==> config.mk <==
export PLATFORM = sky130hd
export DESIGN_NAME = lsag_unit
export DESIGN_NICKNAME = d
export VERILOG_FILES = /design/src/lsag_pkg.sv /design/src/lsag_extend.sv /design/src/lsag_unit.sv
export SDC_FILE = /design/constraint.sdc
export NUM_CORES = 1
export LEC_CHECK = 0
export BUFFER_PORTS_ARGS = -buffer_cell sky130_fd_sc_hd__buf_4
export CAP_MARGIN = 20
export CORE_MARGIN = 2
export CORE_UTILIZATION = 40
export CTS_BUF_LIST = sky130_fd_sc_hd__clkbuf_8 sky130_fd_sc_hd__clkbuf_16
export CTS_CLUSTER_SIZE = 24
export DETAILED_ROUTE_END_ITERATION = 6
export GPL_TIMING_DRIVEN = 0
export PLACE_DENSITY = 0.67
export SETUP_SLACK_MARGIN = 0.02
export SLEW_MARGIN = 10
export SYNTH_ARGS = -nofsm -noshare
export SYNTH_HDL_FRONTEND = slang
export SYNTH_SLANG_ARGS = --single-unit
==> constraint.sdc <==
create_clock -name sys_clk -period 3.74 [get_ports sys_clk]
set_input_delay 0.187 -clock sys_clk [delete_from_list [all_inputs] [get_ports sys_clk]]
set_output_delay 0.187 -clock sys_clk [all_outputs]
set_load 0.1 [all_outputs]
==> src/lsag_pkg.sv <==
// Package of constants and types for the load/store address generation unit
package lsag_pkg;

  localparam int unsigned LSAG_XLEN = 32;
  localparam logic [3:0] LSAG_REG_SP = 4'hd;
  localparam logic [3:0] LSAG_REG_PC = 4'hf;

  // Offset limits, as signed magnitudes
  localparam logic signed [13:0] LSAG_PCREL_MIN = -14'sd4095;
  localparam logic signed [13:0] LSAG_PCREL_MAX = 14'sd4095;
  localparam logic signed [13:0] LSAG_OFS_MIN = -14'sd255;
  localparam logic signed [13:0] LSAG_OFS_MAX = 14'sd4095;
  localparam logic signed [13:0] LSAG_IDX_MAX = 14'sd255;
  localparam logic signed [13:0] LSAG_DUAL_MIN = -14'sd1020;
  localparam logic signed [13:0] LSAG_DUAL_MAX = 14'sd1020;
  localparam logic [31:0] LSAG_DUAL_STEP = 32'h0000_0004;

  // Reset values
  localparam logic [31:0] LSAG_RST_WORD = 32'h0000_0000;
  localparam logic [3:0] LSAG_RST_REG = 4'h0;

  typedef enum logic [1:0] {
    LSAG_OP_PCREL = 2'b00,
    LSAG_OP_LOAD = 2'b01,
    LSAG_OP_STORE = 2'b10
  } lsag_op_t;

  typedef enum logic [1:0] {
    LSAG_MODE_OFFSET = 2'b00,
    LSAG_MODE_PRE = 2'b01,
    LSAG_MODE_POST = 2'b10
  } lsag_mode_t;

  typedef enum logic [2:0] {
    LSAG_SZ_BYTE = 3'b000,
    LSAG_SZ_HALF = 3'b001,
    LSAG_SZ_WORD = 3'b010,
    LSAG_SZ_SBYTE = 3'b011,
    LSAG_SZ_SHALF = 3'b100,
    LSAG_SZ_DUAL = 3'b101
  } lsag_size_t;

  typedef enum logic [2:0] {
    LSAG_ST_IDLE = 3'b000,
    LSAG_ST_MEM1 = 3'b001,
    LSAG_ST_MEM2 = 3'b010,
    LSAG_ST_DONE = 3'b011
  } lsag_state_t;

endpackage : lsag_pkg

==> src/lsag_extend.sv <==
// Load data extension: zero or sign extension of bytes and halfwords
`timescale 1ns/1ps
module lsag_extend
  import lsag_pkg::*;
(
  // Raw data and size
  input wire logic [31:0] raw_data,
  input wire lsag_size_t size,
  // Extended word
  output logic [31:0] ext_data
);

  always_comb begin
    case (size)
      LSAG_SZ_BYTE: ext_data = {24'h00_0000, raw_data[7:0]};
      LSAG_SZ_HALF: ext_data = {16'h0000, raw_data[15:0]};
      LSAG_SZ_SBYTE: ext_data = {{24{raw_data[7]}}, raw_data[7:0]};
      LSAG_SZ_SHALF: ext_data = {{16{raw_data[15]}}, raw_data[15:0]};
      default: ext_data = raw_data;
    endcase
  end

endmodule : lsag_extend

==> src/lsag_unit.sv <==
// Load/store address generation and execution unit for immediate-offset forms
// Operation
// - PC-relative generate adds immediate to PC, writes destination, flags untouched.
// - PC-relative immediate limited to -4095..+4095.
// - Offset mode accesses base plus/minus offset, base unchanged.
// - Pre-indexed accesses base plus/minus offset and writes it back.
// - Post-indexed accesses unmodified base, then writes back base plus/minus offset.
// - Unsigned byte/halfword loads zero-extend; signed forms sign-extend to 32 bits.
// - Single transfers accept -255..4095 offset mode, -255..255 indexed modes.
// - Dual transfers accept multiples of 4 within -1020..1020.
// - Word load into PC branches to loaded value with bit 0 cleared.
// - Immediate loads and stores leave condition flags unchanged.
`timescale 1ns/1ps
module lsag_unit
  import lsag_pkg::*;
(
  // Clock, reset, enable
  input wire logic sys_clk,
  input wire logic rst_n,
  input wire logic clk_en,
  // Instruction request
  input wire logic req_valid,
  output logic req_ready,
  input wire lsag_op_t req_op,
  input wire lsag_mode_t req_mode,
  input wire lsag_size_t req_size,
  input wire logic [3:0] req_rt,
  input wire logic [3:0] req_rt2,
  input wire logic [3:0] req_rn,
  input wire logic signed [13:0] req_imm,
  // Register operand values
  input wire logic [31:0] pc_value,
  input wire logic [31:0] base_value,
  input wire logic [31:0] rt_value,
  input wire logic [31:0] rt2_value,
  // Memory port
  output logic mem_valid,
  input wire logic mem_ready,
  output logic mem_write,
  output logic [31:0] mem_addr,
  output logic [31:0] mem_wdata,
  output lsag_size_t mem_size,
  input wire logic [31:0] mem_rdata,
  // Register write-back and branch
  output logic wb_valid,
  output logic [3:0] wb_reg,
  output logic [31:0] wb_data,
  output logic wb2_valid,
  output logic [3:0] wb2_reg,
  output logic [31:0] wb2_data,
  output logic base_wb_valid,
  output logic [3:0] base_wb_reg,
  output logic [31:0] base_wb_data,
  output logic branch_valid,
  output logic [31:0] branch_target,
  output logic flags_write,
  output logic imm_error,
  output logic done
);

  typedef struct packed {
    lsag_state_t state;
    lsag_op_t op;
    lsag_mode_t mode;
    lsag_size_t size;
    logic [3:0] rt;
    logic [3:0] rt2;
    logic [3:0] rn;
    logic [31:0] addr;
    logic [31:0] new_base;
    logic [31:0] d2;
    logic mem_valid;
    logic mem_write;
    logic [31:0] mem_addr;
    logic [31:0] mem_wdata;
    logic wb_valid;
    logic [31:0] wb_data;
    logic wb2_valid;
    logic [31:0] wb2_data;
    logic base_wb_valid;
    logic branch_valid;
    logic [31:0] branch_target;
    logic imm_error;
    logic done;
  } lsag_regs_t;

  lsag_regs_t r;
  lsag_regs_t next_r;
  logic [31:0] ext_data;
  logic [31:0] imm_ext;
  logic [31:0] sum;
  logic imm_ok;

  lsag_extend u_extend (
    .raw_data(mem_rdata),
    .size(r.size),
    .ext_data(ext_data)
  );

  // Sign-extended immediate and PC or base plus/minus offset
  assign imm_ext = {{18{req_imm[13]}}, req_imm};
  assign sum = (req_op == LSAG_OP_PCREL) ? pc_value + imm_ext : base_value + imm_ext;

  // Immediate legality per form
  always_comb begin
    if (req_op == LSAG_OP_PCREL) begin
      imm_ok = (req_imm >= LSAG_PCREL_MIN) && (req_imm <= LSAG_PCREL_MAX);
    end else if (req_size == LSAG_SZ_DUAL) begin
      imm_ok = (req_imm >= LSAG_DUAL_MIN) && (req_imm <= LSAG_DUAL_MAX) && (req_imm[1:0] == 2'h0);
    end else if (req_mode == LSAG_MODE_OFFSET) begin
      imm_ok = (req_imm >= LSAG_OFS_MIN) && (req_imm <= LSAG_OFS_MAX);
    end else begin
      imm_ok = (req_imm >= LSAG_OFS_MIN) && (req_imm <= LSAG_IDX_MAX);
    end
  end

  assign req_ready = (r.state == LSAG_ST_IDLE);

  always_comb begin
    next_r = r;
    next_r.wb_valid = 1'b0;
    next_r.wb2_valid = 1'b0;
    next_r.base_wb_valid = 1'b0;
    next_r.branch_valid = 1'b0;
    next_r.imm_error = 1'b0;
    next_r.done = 1'b0;
    case (r.state)
      LSAG_ST_IDLE: begin
        if (req_valid) begin
          next_r.op = req_op;
          next_r.mode = req_mode;
          next_r.size = req_size;
          // Register restrictions are not screened; breaking them gives no defined result
          next_r.rt = req_rt;
          next_r.rt2 = req_rt2;
          next_r.rn = req_rn;
          next_r.new_base = sum;
          next_r.d2 = rt2_value;
          if (!imm_ok) begin
            // Out-of-range immediate: no access, no write-back
            next_r.imm_error = 1'b1;
            next_r.done = 1'b1;
          end else if (req_op == LSAG_OP_PCREL) begin
            next_r.wb_valid = 1'b1;
            next_r.wb_data = sum;
            next_r.done = 1'b1;
          end else begin
            // Post-indexed uses the unmodified base as access address
            next_r.addr = (req_mode == LSAG_MODE_POST) ? base_value : sum;
            next_r.mem_valid = 1'b1;
            next_r.mem_write = (req_op == LSAG_OP_STORE);
            next_r.mem_addr = (req_mode == LSAG_MODE_POST) ? base_value : sum;
            next_r.mem_wdata = rt_value;
            next_r.state = LSAG_ST_MEM1;
          end
        end
      end
      LSAG_ST_MEM1: begin
        if (mem_ready) begin
          if (r.op == LSAG_OP_LOAD) begin
            if (r.rt == LSAG_REG_PC && r.size == LSAG_SZ_WORD) begin
              next_r.branch_valid = 1'b1;
              next_r.branch_target = {mem_rdata[31:1], 1'b0};
            end else begin
              next_r.wb_valid = 1'b1;
              next_r.wb_data = ext_data;
            end
          end
          if (r.size == LSAG_SZ_DUAL) begin
            next_r.mem_addr = r.addr + LSAG_DUAL_STEP;
            next_r.mem_wdata = r.d2;
            next_r.state = LSAG_ST_MEM2;
          end else begin
            next_r.mem_valid = 1'b0;
            next_r.state = LSAG_ST_DONE;
          end
        end
      end
      LSAG_ST_MEM2: begin
        if (mem_ready) begin
          next_r.wb2_valid = (r.op == LSAG_OP_LOAD);
          next_r.wb2_data = mem_rdata;
          next_r.mem_valid = 1'b0;
          next_r.state = LSAG_ST_DONE;
        end
      end
      LSAG_ST_DONE: begin
        // Offset mode leaves the base alone
        next_r.base_wb_valid = (r.mode != LSAG_MODE_OFFSET);
        next_r.done = 1'b1;
        next_r.state = LSAG_ST_IDLE;
      end
      default: begin
        next_r.state = LSAG_ST_IDLE;
        next_r.mem_valid = 1'b0;
      end
    endcase
  end

  always_ff @(posedge sys_clk) begin
    if (!rst_n) begin
      r <= '0;
    end else if (clk_en) begin
      r <= next_r;
    end
  end

  assign mem_valid = r.mem_valid;
  assign mem_write = r.mem_write;
  assign mem_addr = r.mem_addr;
  assign mem_wdata = r.mem_wdata;
  assign mem_size = r.size;
  assign wb_valid = r.wb_valid;
  assign wb_reg = r.rt;
  assign wb_data = r.wb_data;
  assign wb2_valid = r.wb2_valid;
  assign wb2_reg = r.rt2;
  assign wb2_data = r.wb2_data;
  assign base_wb_valid = r.base_wb_valid;
  assign base_wb_reg = r.rn;
  assign base_wb_data = r.new_base;
  assign branch_valid = r.branch_valid;
  assign branch_target = r.branch_target;
  // Flags never written by these instructions
  assign flags_write = 1'b0;
  assign imm_error = r.imm_error;
  assign done = r.done;

endmodule : lsag_unit

==> flow_metrics.env <==
export IMPL_io_pins=415
export IMPL_portBuffers=412
export IMPL_synth_largest_area_cell="dfxtp_1"
export IMPL_cts_sinks=284
export IMPL_crit_chain="buf_4, or2_2, buf_1, nand2_1, nand2_1, ha_1, a21o_1, a21oi_2, a2111oi_4, or2_2, xnor2_1, o21ai_0, a22oi_1, a21oi_1"
export IMPL_antenna_cells=0
export IMPL_worst_ep_required_time_ps=4190
export IMPL_max_slew_margin_rel=0.331
export IMPL_grt_pass1_vias=16600
export IMPL_cts_root_buf="clkbuf_16"
export IMPL_fin_skew_ps=23.3
export IMPL_stdcell_area_um2=22100
export IMPL_cp_slowest_stage_delay_ps=560
export IMPL_grt_start_max_net_pins=27
export IMPL_ant_nets=0
export IMPL_fin_nets=2910
export IMPL_cp_max_fo=11
export IMPL_crit_type="in2reg"
export IMPL_leakage_nw=9.63
export IMPL_cp_start_kind="primary input"
export IMPL_drc=0
export IMPL_yosysWarnings=0
export IMPL_hold_path_class="in2reg"
export IMPL_synthCells=2107
export IMPL_drive_gt1_frac=0.271
export IMPL_ys_ff_latch=284
export IMPL_crit_cells=14
export IMPL_top_register="r"
export IMPL_worstPathArrival_ps=4040
export IMPL_post_route_period_util=0.960
export IMPL_synth_edf_count=0
export IMPL_setup_viol=0
export IMPL_yosysTopAreaCellShare=0.356
export IMPL_antenna_found_initial=0
export IMPL_core_area_um2=39500
export IMPL_ys_top_cells_by_area="dfxtp_1, nand2_1, buf_4"
export IMPL_crit_slowest_cell="xnor2_1"
export IMPL_via_count=17300
export IMPL_fmax_mhz=279
export IMPL_gp_congestion=1.01
export IMPL_synth_most_common_cell="nand2_1"
export IMPL_clk_latency_ps=590
export IMPL_fin_crit_ps=3590
export IMPL_ff2ff_path_depth=9
export IMPL_fin_ws_ps=150
export IMPL_drt_iter0_markers=1547
export IMPL_routed_wl_um=67700
export IMPL_crit_family="compound AO/OA/AOI/OAI gates"
export IMPL_fin_cells=3219
export IMPL_timing_hold_ws_ps=33.6
export IMPL_place_area_um2=19700
export IMPL_htreeDepth=1
export IMPL_ys_types=76
export IMPL_die_width_um=204
export IMPL_critPathCaptureType="flop"
export IMPL_rows=73
export IMPL_worst_hold_path_num_cells=3
export IMPL_grt_use_total=0.312
export IMPL_synth_seq_area_share=0.356
export IMPL_synth_area_per_cell_um2=7.57
export IMPL_area_delta_synth_final_pct=38.5
export IMPL_synthFlopType="dfxtp_1"
export IMPL_final_hold_violation_count=0
export IMPL_power_density_nw_per_um2=409
export IMPL_grt_pass1_wl_um=99600
export IMPL_slew_violations=0
export IMPL_clock_path_buffers=3
export IMPL_post_place_ws_ps=-1360
export IMPL_max_cap_viol_count=0
export IMPL_dieArea_um2=41500
export IMPL_first_pass_iters=6
export IMPL_finalPower_mw=9.04
export IMPL_syn_area_um2=16000
export IMPL_routedWlPerCell_um=21.0
export IMPL_status="completed"
export IMPL_synthArstFlopShare=0
export IMPL_ir_drop_v=0.000371
export IMPL_die_h_um=204
export IMPL_cp_buffers_inverters=2
export IMPL_setup_tns_ps=0
export IMPL_path_clk_slew_ps=60
export IMPL_dp_hpwl_um=52700
export IMPL_cts_tree="built"
export IMPL_rsz0062_at_grt="no"
export IMPL_worstMarginPinSlew_ps=996
export IMPL_final_util=0.559
export IMPL_viasPerCell=5.37
export IMPL_yosys_top_cells_count="nand2_1, dfxtp_1, a21oi_1, buf_4, nor2_1"
export IMPL_dp_cells=3045
export IMPL_cts_buffers_inserted=31
export IMPL_start_util=0.404
export IMPL_overflow=0
export IMPL_largest_register_ffs=70
-- cell type report --
class	instances	area [um2]
Timing Repair Buffer	531	4280
Fill cell	3631	17400
Tap cell	525	657
Clock inverter	18	254
Inverter	21	78.8
Sequential cell	284	5690
Clock buffer	38	872
Buffer	344	2130
Multi-Input combinational cell	1458	8140
-- cells in the final DEF, fill, tap and decap left out, types with 14 or more instances in the layout --
| master | count |
|---|---|
| inv_1 | 27 |
| buf_4 | 625 |
| o21ai_0 | 105 |
| mux2i_1 | 23 |
| ha_1 | 40 |
| a211oi_1 | 19 |
| nand2_1 | 441 |
| buf_2 | 21 |
| o21a_1 | 14 |
| nand4_1 | 19 |
| a21oi_1 | 248 |
| o211ai_1 | 18 |
| dlygate4sd3_1 | 119 |
| a221oi_1 | 43 |
| xnor2_1 | 36 |
| clkbuf_1 | 98 |
| dfxtp_1 | 284 |
| nand3_1 | 41 |
| nor2_1 | 136 |
| a21o_1 | 14 |
| clkbuf_16 | 31 |
| nor3_1 | 63 |
-- worst reg2reg max path, delay by kind of cell (launching register included) --
kind / cells / cell delay, ps
simple gates: 2 / 980
flops: 1 / 340
fa+ha+maj: 1 / 250
compound gates: 4 / 1040
buf+inv: 2 / 580
-- cells by family after synthesis --
family,share of synthesized area
adder cells (fa/ha/maj),0.0326
multiplexers,0.0165
other,0.000235
buffers and inverters,0.138
XOR/XNOR,0.0307
AO/OA/AOI/OAI,0.215
flip-flops,0.356
AND/OR/NAND/NOR,0.210
-- metal layers --
layer  GRT usage  up-vias  share of wire
met5           0        -              0
met3      0.0478      148          0.077
met2       0.528      765           0.47
li1            -     8216              -
met4       0.120        0          0.042
met1       0.398     8170           0.41
-- power by group --
group | internal, mW | leakage [nW] | total [mW] | switching, mW
clock network | 2.06 | 0.575 | 3.39 | 1.33
registers | 3.13 | 2.30 | 3.20 | 0.0700
logic | 0.778 | 6.75 | 2.45 | 1.67
total | 5.97 | 9.63 | 9.04 | 3.07
-- worst paths after layout --
check	end	slack, ps	start
worst max-delay path	mem_addr[13]	150	req_op[0]
worst min register to register	branch_target[21]	450	branch_target[21]
worst max register to register	wb_data[22]	480	r[284]
worst min-delay path	mem_wdata[31]	30	rt_value[31]
-- what timing repair did --
item                       4_1_cts  5_1_grt
hold endpoints to repair       168        0
gates resized for setup          4       10
hold buffers                   119        0
setup buffers                    0        0
setup endpoints to repair       39       25
(Power assumes the default switching activity.)
